## config.mk

```make
export PLATFORM = sky130hd
export DESIGN_NAME = iis_sequencer
export DESIGN_NICKNAME = d
export VERILOG_FILES = /design/src/iis_pkg.sv /design/src/iis_adder_if.sv /design/src/iis_action_timer.sv /design/src/iis_ones_adder.sv /design/src/iis_sequencer.sv
export SDC_FILE = /design/constraint.sdc
export NUM_CORES = 1
export LEC_CHECK = 0
export BUFFER_PORTS_ARGS = -buffer_cell sky130_fd_sc_hd__buf_2
export CORE_MARGIN = 4
export CORE_UTILIZATION = 51
export CTS_CLUSTER_SIZE = 16
export DETAILED_ROUTE_END_ITERATION = 10
export MAX_ROUTING_LAYER = met4
export PLACE_DENSITY = 0.77
export SETUP_SLACK_MARGIN = 0.2
export SYNTH_ARGS = -nofsm -noshare
export SYNTH_HDL_FRONTEND = slang
export SYNTH_SLANG_ARGS = --single-unit
```

## constraint.sdc

```tcl
create_clock -name core_clk -period 4.69 [get_ports core_clk]
set_clock_uncertainty 0.05 [all_clocks]
set_input_delay 0.2345 -clock core_clk [delete_from_list [all_inputs] [get_ports core_clk]]
set_output_delay 0.2345 -clock core_clk [all_outputs]
set_load 0.02 [all_outputs]
```

## src/iis_pkg.sv

```systemverilog
// Constants and types shared by the involuntary instruction sequencer.
// Assumes one 10 MHz core clock and a 15-bit word with separate parity.
package iis_pkg;

    // Twelve actions make one memory cycle
    localparam logic [3:0] IIS_ACTION_FIRST = 4'h1;
    localparam logic [3:0] IIS_ACTION_LAST = 4'hC;

    // Fixed locations and constants (octal values kept as written)
    localparam logic [11:0] IIS_ADDR_SAVE_NEXT = 12'o0024;
    localparam logic [11:0] IIS_ADDR_SAVE_WORD = 12'o0025;
    localparam logic [11:0] IIS_ADDR_UPLINK = 12'o0041;
    localparam logic [11:0] IIS_ADDR_REVERSE_LO = 12'o0047;
    localparam logic [11:0] IIS_ADDR_REVERSE_HI = 12'o0053;
    localparam logic [2:0] IIS_RESUME_ORDER = 3'h2;
    localparam logic [15:0] IIS_CONST_PLUS_ONE = 16'o000001;
    localparam logic [15:0] IIS_CONST_MINUS_ONE = 16'o177776;

    // APB register byte offsets
    localparam logic [7:0] IIS_REG_CONTROL = 8'h00;
    localparam logic [7:0] IIS_REG_STATUS = 8'h04;
    localparam logic [7:0] IIS_REG_COUNTER = 8'h08;
    localparam logic [7:0] IIS_REG_BUFFER = 8'h0C;

    // Control fields and reset value
    localparam int IIS_CTL_RUN = 0;
    localparam int IIS_CTL_INHIBIT = 1;
    localparam logic [1:0] IIS_CONTROL_RESET = 2'h0;

    // Status fields
    localparam int IIS_STA_IN_PROGRESS = 0;
    localparam int IIS_STA_PARITY = 1;
    localparam int IIS_STA_STEP = 4;
    localparam int IIS_STA_ORDER = 8;
    localparam int IIS_STA_ACTION = 12;

    typedef enum logic [2:0] {
        IIS_STEP_FETCH = 3'b000,
        IIS_STEP_ENTRY_ONE = 3'b001,
        IIS_STEP_ENTRY_TWO = 3'b010,
        IIS_STEP_INDEX = 3'b011,
        IIS_STEP_RESUME = 3'b100,
        IIS_STEP_COUNTER = 3'b101
    } iis_step_type;

    typedef enum logic [1:0] {
        IIS_CNT_INCREMENT = 2'b00,
        IIS_CNT_DECREMENT = 2'b01,
        IIS_CNT_SHIFT = 2'b10,
        IIS_CNT_SHIFT_ADD_ONE = 2'b11
    } iis_counter_kind_type;

endpackage

```

## src/iis_adder_if.sv

```systemverilog
// Carrier between the sequencer and its one's-complement adder.
// Assumes both ends sit on the same clock.
`timescale 1ns/100ps
`default_nettype none
interface iis_adder_if;
    logic [15:0] operandX;
    logic [15:0] operandY;
    logic carryIn;
    logic [15:0] sum;
    logic sumParity;
    modport user (output operandX, output operandY, output carryIn,
        input sum, input sumParity);
    modport adder (input operandX, input operandY, input carryIn,
        output sum, output sumParity);
endinterface
`default_nettype wire

```

## src/iis_action_timer.sv

```systemverilog
// Counts the twelve actions of a memory cycle.
// Assumes a synchronous active-high reset; holds at the last action when
// stopped so that a restart begins with a fresh cycle.
`timescale 1ns/100ps
`default_nettype none
module iis_action_timer
    import iis_pkg::*;
(
    // Clock and reset
    input wire logic core_clk,
    input wire logic reset,
    // Control
    input wire logic run,
    // Current action
    output logic [3:0] action
);
    always_ff @(posedge core_clk) begin
        if (reset) begin
            action <= IIS_ACTION_LAST;
        end else if (!run) begin
            action <= IIS_ACTION_LAST;
        end else if (action == IIS_ACTION_LAST) begin
            action <= IIS_ACTION_FIRST;
        end else begin
            action <= action + 4'h1;
        end
    end
endmodule
`default_nettype wire

```

## src/iis_ones_adder.sv

```systemverilog
// Sixteen-bit one's-complement adder with end-around carry.
// Also generates odd parity over bit 16 and bits 14 to 1, the 15 bits that go back to memory unless bit 15 is kept.
`timescale 1ns/100ps
`default_nettype none
module iis_ones_adder (
    iis_adder_if.adder bus
);
    logic [16:0] rawSum;
    logic [16:0] wrapped;
    logic [14:0] stored;

    always_comb begin
        rawSum = {1'b0, bus.operandX} + {1'b0, bus.operandY}
            + {16'h0000, bus.carryIn};
        wrapped = {1'b0, rawSum[15:0]} + {16'h0000, rawSum[16]};
        bus.sum = wrapped[15:0];
        // Bit 16 of the sum lands in position 15 of the stored word
        stored = {wrapped[15], wrapped[13:0]};
        bus.sumParity = ~^stored;
    end
endmodule
`default_nettype wire

```

## src/iis_sequencer.sv

```systemverilog
// Involuntary instruction sequencer: interrupt entry, resume and the four
// counter instructions, plus an APB slave for control and observation.
// Assumes priority control and the erasable memory share core_clk; memory
// read data is valid from the action after the address is presented.
//
// The register addresses and the APB register port were decided locally.
`timescale 1ns/100ps
`default_nettype none
module iis_sequencer
    import iis_pkg::*;
(
    // Clock and reset
    input wire logic core_clk,
    input wire logic reset,
    // APB slave
    input wire logic psel,
    input wire logic penable,
    input wire logic pwrite,
    input wire logic [7:0] paddr,
    input wire logic [31:0] pwdata,
    output logic [31:0] prdata,
    output logic pready,
    output logic pslverr,
    // Erasable memory
    output logic [11:0] memAddr,
    output logic memWriteEnable,
    output logic [14:0] memWriteData,
    output logic memWriteParity,
    input wire logic [14:0] memReadData,
    input wire logic memReadParity,
    // Interrupt priority control
    input wire logic interruptRequest,
    input wire logic [11:0] vectorAddress,
    output logic clearInterruptRequestPulse,
    output logic interruptPriorityReset,
    output logic uplinkInterruptProgram,
    // Counter priority control
    input wire logic counterRequest,
    input wire logic [1:0] counterKind,
    input wire logic [11:0] counterAddress,
    output logic counterPriorityReset,
    output logic counterOverflow,
    // Sequencer observation
    output logic resumeSelectPulse,
    output logic overflowTestPulse,
    output logic [1:0] overflowTestBits,
    output logic parityAlarm
);
    iis_adder_if adderBus ();
    logic [3:0] action;
    logic [1:0] control;
    iis_step_type step;
    iis_step_type afterStep;
    iis_step_type pendingStep;
    iis_counter_kind_type kind;
    logic [11:0] programCounter;
    logic [14:0] bufferWord;
    logic [11:0] addressReg;
    logic [2:0] sequenceRegister;
    logic interruptInProgress;
    logic bufferHeld;
    logic parityBad;
    logic parityStatus;
    logic [15:0] adderX;
    logic [15:0] adderY;
    logic adderCarry;
    logic [15:0] readExtended;
    logic [14:0] writeWord;
    logic overflowNow;
    logic reverseCounter;
    logic shiftKind;
    logic trueSign;
    logic endOfInstruction;
    logic takeInterrupt;
    logic isResumeWord;
    logic apbSetup;
    logic apbAccess;
    logic [31:0] readValue;
    logic mapped;

    iis_action_timer timer (
        .core_clk(core_clk),
        .reset(reset),
        .run(control[IIS_CTL_RUN]),
        .action(action)
    );

    iis_ones_adder adder (
        .bus(adderBus)
    );

    assign adderBus.operandX = adderX;
    assign adderBus.operandY = adderY;
    assign adderBus.carryIn = adderCarry;

    // Position 15 is copied into 16 so that bits 16 and 15 form the pair
    assign readExtended = {memReadData[14], memReadData};
    assign overflowNow = adderBus.sum[15] ^ adderBus.sum[14];
    assign reverseCounter = (addressReg >= IIS_ADDR_REVERSE_LO)
        && (addressReg <= IIS_ADDR_REVERSE_HI);
    assign shiftKind = (kind == IIS_CNT_SHIFT)
        || (kind == IIS_CNT_SHIFT_ADD_ONE);
    // Reversing the sign keeps the true sign bit instead of the overflow bit;
    // shifts keep it too, so the uplink flag climbs from 14 into 15
    assign trueSign = (overflowNow && reverseCounter) || shiftKind;
    assign writeWord = trueSign ? adderBus.sum[14:0]
        : {adderBus.sum[15], adderBus.sum[13:0]};
    assign isResumeWord = (bufferWord[14:12] == IIS_RESUME_ORDER)
        && (bufferWord[11:0] == IIS_ADDR_SAVE_WORD);
    assign endOfInstruction = (step == IIS_STEP_FETCH)
        || (step == IIS_STEP_RESUME);
    assign takeInterrupt = interruptRequest && !interruptInProgress
        && !control[IIS_CTL_INHIBIT];
    assign parityBad = (^{memReadData, memReadParity}) == 1'b0;

    // Step sequencing; a pending counter request wins over the next step
    always_ff @(posedge core_clk) begin
        if (reset) begin
            step <= IIS_STEP_FETCH;
            pendingStep <= IIS_STEP_FETCH;
        end else if (action == IIS_ACTION_LAST && control[IIS_CTL_RUN]) begin
            if (counterRequest) begin
                step <= IIS_STEP_COUNTER;
                pendingStep <= (step == IIS_STEP_COUNTER)
                    ? pendingStep : afterStep;
            end else if (step == IIS_STEP_COUNTER) begin
                step <= pendingStep;
            end else begin
                step <= afterStep;
            end
        end
    end

    // Choice of the step that normally follows the current one
    always_ff @(posedge core_clk) begin
        if (reset) begin
            afterStep <= IIS_STEP_FETCH;
        end else begin
            case (step)
                IIS_STEP_FETCH: begin
                    if (action == 4'hB) begin
                        if (isResumeWord) begin
                            afterStep <= IIS_STEP_INDEX;
                        end else if (takeInterrupt) begin
                            afterStep <= IIS_STEP_ENTRY_ONE;
                        end else begin
                            afterStep <= IIS_STEP_FETCH;
                        end
                    end
                end
                IIS_STEP_ENTRY_ONE: begin
                    if (action == 4'hB) begin
                        afterStep <= IIS_STEP_ENTRY_TWO;
                    end
                end
                IIS_STEP_ENTRY_TWO: begin
                    if (action == 4'hB) begin
                        afterStep <= IIS_STEP_FETCH;
                    end
                end
                IIS_STEP_INDEX: begin
                    if (action == 4'hA) begin
                        afterStep <= (addressReg == IIS_ADDR_SAVE_WORD)
                            ? IIS_STEP_RESUME : IIS_STEP_FETCH;
                    end
                end
                IIS_STEP_RESUME: begin
                    if (action == 4'hB) begin
                        afterStep <= IIS_STEP_FETCH;
                    end
                end
                IIS_STEP_COUNTER: begin
                    afterStep <= afterStep;
                end
                default: begin
                    afterStep <= IIS_STEP_FETCH;
                end
            endcase
        end
    end

    // Address register and memory port
    always_ff @(posedge core_clk) begin
        if (reset) begin
            addressReg <= 12'h000;
            memAddr <= 12'h000;
            memWriteEnable <= 1'b0;
            memWriteData <= 15'h0000;
            memWriteParity <= 1'b0;
        end else begin
            memWriteEnable <= 1'b0;
            if (action == 4'h1) begin
                case (step)
                    IIS_STEP_FETCH: begin
                        addressReg <= programCounter;
                        memAddr <= programCounter;
                    end
                    IIS_STEP_ENTRY_ONE, IIS_STEP_RESUME: begin
                        addressReg <= IIS_ADDR_SAVE_NEXT;
                        memAddr <= IIS_ADDR_SAVE_NEXT;
                    end
                    IIS_STEP_ENTRY_TWO, IIS_STEP_INDEX: begin
                        addressReg <= IIS_ADDR_SAVE_WORD;
                        memAddr <= IIS_ADDR_SAVE_WORD;
                    end
                    IIS_STEP_COUNTER: begin
                        addressReg <= counterAddress;
                        memAddr <= counterAddress;
                    end
                    default: begin
                        addressReg <= addressReg;
                    end
                endcase
            end
            if (action == 4'h9 && step == IIS_STEP_ENTRY_ONE) begin
                memWriteEnable <= 1'b1;
                memWriteData <= {3'h0, programCounter};
                memWriteParity <= ~^{3'h0, programCounter};
            end
            if (action == 4'hA && step == IIS_STEP_ENTRY_TWO) begin
                memWriteEnable <= 1'b1;
                memWriteData <= bufferWord;
                memWriteParity <= ~^bufferWord;
            end
            if (action == 4'hA && step == IIS_STEP_COUNTER) begin
                memWriteEnable <= 1'b1;
                memWriteData <= writeWord;
                memWriteParity <= trueSign ? ~^writeWord : adderBus.sumParity;
            end
        end
    end

    // Program counter, instruction buffer and sequence register
    always_ff @(posedge core_clk) begin
        if (reset) begin
            programCounter <= 12'h000;
            bufferWord <= 15'h0000;
            sequenceRegister <= 3'h0;
            bufferHeld <= 1'b0;
        end else begin
            case (step)
                IIS_STEP_FETCH: begin
                    // After resume the buffer already holds the instruction
                    if (action == 4'h6 && !bufferHeld) begin
                        bufferWord <= memReadData;
                    end
                    if (action == 4'h7 && !bufferHeld) begin
                        programCounter <= programCounter + 12'h001;
                    end
                    if (action == IIS_ACTION_LAST) begin
                        sequenceRegister <= bufferWord[14:12];
                        bufferHeld <= 1'b0;
                    end
                end
                IIS_STEP_ENTRY_ONE: begin
                    if (action == 4'hA) begin
                        programCounter <= IIS_ADDR_SAVE_WORD;
                    end
                end
                IIS_STEP_ENTRY_TWO: begin
                    if (action == 4'h2) begin
                        programCounter <= vectorAddress;
                    end
                end
                IIS_STEP_INDEX: begin
                    if (action == 4'h6) begin
                        bufferWord <= memReadData;
                    end
                end
                IIS_STEP_RESUME: begin
                    if (action == 4'h7) begin
                        programCounter <= memReadData[11:0];
                    end
                    if (action == IIS_ACTION_LAST) begin
                        sequenceRegister <= bufferWord[14:12];
                        bufferHeld <= 1'b1;
                    end
                end
                default: begin
                    bufferHeld <= bufferHeld;
                end
            endcase
        end
    end

    // Interrupt-in-progress and priority control strobes
    always_ff @(posedge core_clk) begin
        if (reset) begin
            interruptInProgress <= 1'b0;
            interruptPriorityReset <= 1'b0;
            clearInterruptRequestPulse <= 1'b0;
            resumeSelectPulse <= 1'b0;
        end else begin
            interruptPriorityReset <= 1'b0;
            clearInterruptRequestPulse <= 1'b0;
            resumeSelectPulse <= 1'b0;
            if (step == IIS_STEP_ENTRY_ONE && action == 4'h1) begin
                interruptInProgress <= 1'b1;
                interruptPriorityReset <= 1'b1;
            end else if (step == IIS_STEP_RESUME
                    && action == IIS_ACTION_LAST) begin
                interruptInProgress <= 1'b0;
            end
            if (step == IIS_STEP_ENTRY_TWO && action == 4'h3) begin
                clearInterruptRequestPulse <= 1'b1;
            end
            if (step == IIS_STEP_INDEX && action == 4'hA
                    && addressReg == IIS_ADDR_SAVE_WORD) begin
                resumeSelectPulse <= 1'b1;
            end
        end
    end

    // Counter arithmetic operands
    always_ff @(posedge core_clk) begin
        if (reset) begin
            kind <= IIS_CNT_INCREMENT;
            adderX <= 16'h0000;
            adderY <= 16'h0000;
            adderCarry <= 1'b0;
        end else if (step == IIS_STEP_COUNTER) begin
            if (action == 4'h1) begin
                kind <= iis_counter_kind_type'(counterKind);
                adderCarry <= 1'b0;
            end
            if (action == 4'h4) begin
                adderX <= 16'h0000;
                case (kind)
                    IIS_CNT_INCREMENT: adderY <= IIS_CONST_PLUS_ONE;
                    IIS_CNT_DECREMENT: adderY <= IIS_CONST_MINUS_ONE;
                    default: adderY <= 16'h0000;
                endcase
            end
            if (action == 4'h6) begin
                // Shifts clear bit 16 so no end-around carry returns the flag
                adderX <= shiftKind ? {1'b0, memReadData}
                    : readExtended;
                if (shiftKind) begin
                    adderY <= {1'b0, memReadData};
                end
            end
            if (action == 4'h7 && kind == IIS_CNT_SHIFT_ADD_ONE) begin
                adderCarry <= 1'b1;
            end
        end
    end

    // Counter results, alarms and uplink completion
    always_ff @(posedge core_clk) begin
        if (reset) begin
            counterPriorityReset <= 1'b0;
            counterOverflow <= 1'b0;
            overflowTestPulse <= 1'b0;
            overflowTestBits <= 2'h0;
            parityAlarm <= 1'b0;
            parityStatus <= 1'b0;
            uplinkInterruptProgram <= 1'b0;
        end else begin
            counterPriorityReset <= 1'b0;
            counterOverflow <= 1'b0;
            overflowTestPulse <= 1'b0;
            parityAlarm <= 1'b0;
            uplinkInterruptProgram <= 1'b0;
            if (step == IIS_STEP_COUNTER) begin
                // The flag bit reaching position 15 marks a full word
                if (action == 4'h6 && addressReg == IIS_ADDR_UPLINK
                        && memReadData[14]) begin
                    uplinkInterruptProgram <= 1'b1;
                end
                if (action == 4'h7 && parityBad) begin
                    parityAlarm <= 1'b1;
                end
                if (action == 4'hA) begin
                    overflowTestPulse <= 1'b1;
                    overflowTestBits <= adderBus.sum[15:14];
                    counterPriorityReset <= 1'b1;
                    counterOverflow <= overflowNow && !reverseCounter
                        && !shiftKind;
                end
            end
            // Sticky until software writes a one to the parity bit of the status register
            if (step == IIS_STEP_COUNTER && action == 4'h7 && parityBad) begin
                parityStatus <= 1'b1;
            end else if (apbAccess && pwrite && paddr == IIS_REG_STATUS
                    && pwdata[IIS_STA_PARITY]) begin
                parityStatus <= 1'b0;
            end
        end
    end

    // APB slave: answer prepared in setup, ready for exactly one access cycle
    assign apbSetup = psel && !penable;
    assign apbAccess = psel && penable && pready;

    always_comb begin
        readValue = 32'h0000_0000;
        mapped = 1'b1;
        case (paddr)
            IIS_REG_CONTROL: readValue[1:0] = control;
            IIS_REG_STATUS: begin
                readValue[IIS_STA_IN_PROGRESS] = interruptInProgress;
                readValue[IIS_STA_PARITY] = parityStatus;
                readValue[IIS_STA_STEP +: 3] = step;
                readValue[IIS_STA_ORDER +: 3] = sequenceRegister;
                readValue[IIS_STA_ACTION +: 4] = action;
            end
            IIS_REG_COUNTER: readValue[11:0] = programCounter;
            IIS_REG_BUFFER: readValue[14:0] = bufferWord;
            default: mapped = 1'b0;
        endcase
    end

    always_ff @(posedge core_clk) begin
        if (reset) begin
            prdata <= 32'h0000_0000;
            pready <= 1'b0;
            pslverr <= 1'b0;
        end else if (apbSetup) begin
            prdata <= pwrite ? 32'h0000_0000 : readValue;
            pready <= 1'b1;
            pslverr <= !mapped;
        end else begin
            pready <= 1'b0;
            pslverr <= 1'b0;
        end
    end

    always_ff @(posedge core_clk) begin
        if (reset) begin
            control <= IIS_CONTROL_RESET;
        end else if (apbAccess && pwrite && paddr == IIS_REG_CONTROL) begin
            control <= pwdata[1:0];
        end
    end
endmodule
`default_nettype wire

```

==> flow_summary.yaml <==
grt:
  grt_util_all_layers_pct: 28.5
  grt_max_degree: 80
  grt_pass1_vias: 7597
  grt_pass1_wl_mm: 40.3
  antenna_found_initial: 0
  grt.overflow.total: 0
synth:
  ys_warn_count: 0
  syn_avg_cell_area_um2: 7.99
  synth-seq-area-share_pct: 33.3
  synthMuxAreaShare_pct: 5.47
  synthArstFlopShare_pct: 0
  synth_top_family_by_area: "simple AND/OR/NAND/NOR gates"
  synth_fa_ha_area_share_pct: 5.41
  synth_seq_cells: 139
  ys_types: 81
  synthFlopType: "dfxtp_1"
  synth_cells: 1047
  synth_edf_count: 0
  syn-cell-area_um2: 8370
  synthXorXnorAreaFrac_pct: 6.79
  synth_compound_gate_area_share_pct: 20.6
  synth-simple-area-share_pct: 22.8
routing:
  ant_nets: 0
  drc: 0
  wire_per_inst_um: 18.8
  firstDrtPassIters: 7
  drtIter0Drc: 950
  viasPerCell: 6.10
  routed_wl_mm: 26.0
  vias: 8419
cts:
  cts_sinks: 139
  ctsHtreeMaxLevel: 4
  clkTransAtPathRegs_ns: 0.06
  clk_path_buf_depth: 2
  cts_tree: "built"
  clkLatencyLatePin_ns: 0.44
  numCtsBuffers: 17
  cts_root_buf: "clkbuf_16"
sta:
  slew_viol_final: 0
  holdWs_ns: 0.00922
  worstMarginPinSlew_ns: 0.946
  finalHoldViolations: 0
  rsz0062_at_grt: "yes"
  fin_crit_sh_pct: 96.7
  period_minus_slack_ns: 4.54
  max_freq_ghz: 0.220
  setup_tns_ns: 0
  slew_headroom_pct: 36.9
  setup_viol: 0
  setup_slack_ns: 0.155
cells_and_area:
  fin_nets: 1277
  synthToLayoutAreaGrowth_pct: 19.2
  n_fill_cell: 1410
  layout_commonest_cell: "nor2_1"
  final_cell_mix: "166 x nor2_1, 136 x dfxtp_1, 114 x buf_2"
  diodes: 0
  stdcell_count: 1381
  drive_gt1_share_pct: 20.3
placement:
  dp_hpwl_mm: 18.4
  dp_slack_ns: -0.0833
  gp_congestion: 1.01
  dp.cells: 1336
  portBuffers: 115
floorplan:
  initial_core_util_pct: 52.3
  die_w_um: 136
  core-area_um2: 16000
  fp.dieArea_um2: 18500
  die_y_um: 136
  io_pins: 162
  rows: 46
pwr:
  power.internal_mw: 2.19
  power.switching_uw: 605
  swShare_pct: 21.6
  p_per_area_nw_per_um2: 280
  ir_drop_mv: 0.269
  pwr-share-comb_pct: 4.6
  power.leakage_nw: 4.25
  seqPwrFrac_pct: 42.3
  p_clk_share_pct: 53.2
setup_path:
  crit_type: "register to register"
  cp.arrival_ns: 4.84
  endpoint_kind: "register"
  crit_path_start_kind: "register"
  cp.required_ns: 4.99
  cp_max_fo: 4
outcome:
  status: "finished clean"
run:
  cap_violations: 0
min_path:
  hold_path.class: "input port to register"
[synth_stat cells, drive strengths merged, types with 7 or more instances]
cell	n	area, µm²
nand3	30	155
and3	16	101
nand2	93	349
a311oi	7	61.3
clkbuf	53	200
mux2i	30	300
nand4	8	65.1
buf	22	155
and2	10	62.6
nor2b	13	81.3
mux2	10	113
nor3	35	180
dfxtp	139	2780
a21oi	58	298
xnor2	44	393
nand2b	9	56.3
xor2	14	130
nor2	166	623
a22oi	39	293
o211ai	7	52.6
a221oi	13	114
ha	33	413
o21ai	51	255
a211oi	25	193
inv	29	109
[final timing paths]
kind                        start             end  slack [ns]  depth (start not counted)
max          adderBus.operandX[0]  memWriteParity        0.15                         23
min                     pwdata[1]      control[1]       0.009                          3
max reg2reg  adderBus.operandX[0]  memWriteParity        0.15                         23
min reg2reg             prdata[2]       prdata[2]        0.40                          2
[sequential cells by signal, summed over array words and instances (netlist names), 2 cells and up]
name	count
adderBus.operandX	16
adderBus.operandY	16
addressReg	12
afterStep	3
bufferWord	15
control	2
kind	2
memWriteData	15
overflowTestBits	2
pendingStep	3
prdata	16
programCounter	12
sequenceRegister	3
step	3
timer.action	4
[power groups by stage]
stage / Clock [mW] / Sequential, mW / Combinational, mW
6_report: 1.49 / 1.18 / 0.128
5_1_grt: 1.54 / 1.18 / 0.136
4_1_cts: 1.49 / 1.18 / 0.125
3_5_place_dp: 0 / 1.21 / 0.123
3_3_place_gp: 0 / 1.21 / 0.124
2_1_floorplan: 0 / 1.21 / 0.0761
[layout make-up]
class                   count  area, µm²  share of cell area [%]
clock inverters            10        189                    1.89
repair buffers            147        821                    8.23
multi-input cells         818       5340                    53.5
clock buffers              21        460                    4.62
inverters                  30        113                    1.13
flip-flops and latches    139       2790                    27.9
well taps                 216        270                    2.71
[what timing repair did]
action,4_1_cts,5_1_grt
endpoints found under the hold margin,1,0
buffers inserted,5,8
pin swaps,12,16
endpoints found under the setup margin,3,5
gates resized for setup,14,17
hold buffers,1,0
[routing by layer]
| layer | GRT usage [%] | part of all wire, % | vias up |
|---|---|---|---|
| met2 | 42.2 | 45 | 507 |
| met4 | 12.6 | 4.4 | 0 |
| met3 | 5.59 | 10 | 86 |
| met1 | 37.8 | 41 | 3905 |
| met5 | - | 0 | - |
| li1 | - | - | 3921 |
[critical path: stages, from the launching register on]
cell,delay (ns)
dfxtp_2,0.33
fa_2,0.40
inv_2,0.07
fa_2,0.20
nand2b_4,0.14
a211oi_4,0.07
o21ai_2,0.19
o21ai_2,0.10
o31ai_2,0.22
nor2b_1,0.08
o21ai_1,0.13
nand2b_1,0.10
ha_4,0.19
ha_4,0.17
nand2_4,0.09
nor3_4,0.05
buf_4,0.16
or4b_4,0.55
o311ai_4,0.09
xnor2_2,0.17
xnor3_1,0.33
xnor3_1,0.20
xnor2_1,0.14
a211oi_1,0.23
[metrics by stage]
step / instance area, µm² / total power, mW / utilization (%)
2_1_floorplan: 8450 / 1.28 / -
3_3_place_gp: 9080 / 1.33 / 56.7
3_5_place_dp: 9080 / 1.33 / 56.7
4_1_cts: 9830 / 2.80 / 61.4
5_1_grt: 9980 / 2.86 / 62.4
6_report: 9980 / 2.80 / 62.4
[cells by family (layout without fill, tap and decap cells)]
logic type	count (synthesis)	in the layout
other cells	1	16
buf+inv	105	208
mux	42	42
fa+ha+maj	35	35
flops	139	139
simple gates	409	409
compound gates	256	256
xor+xnor	60	60
No activity file was read; power rests on OpenSTA's default activity.
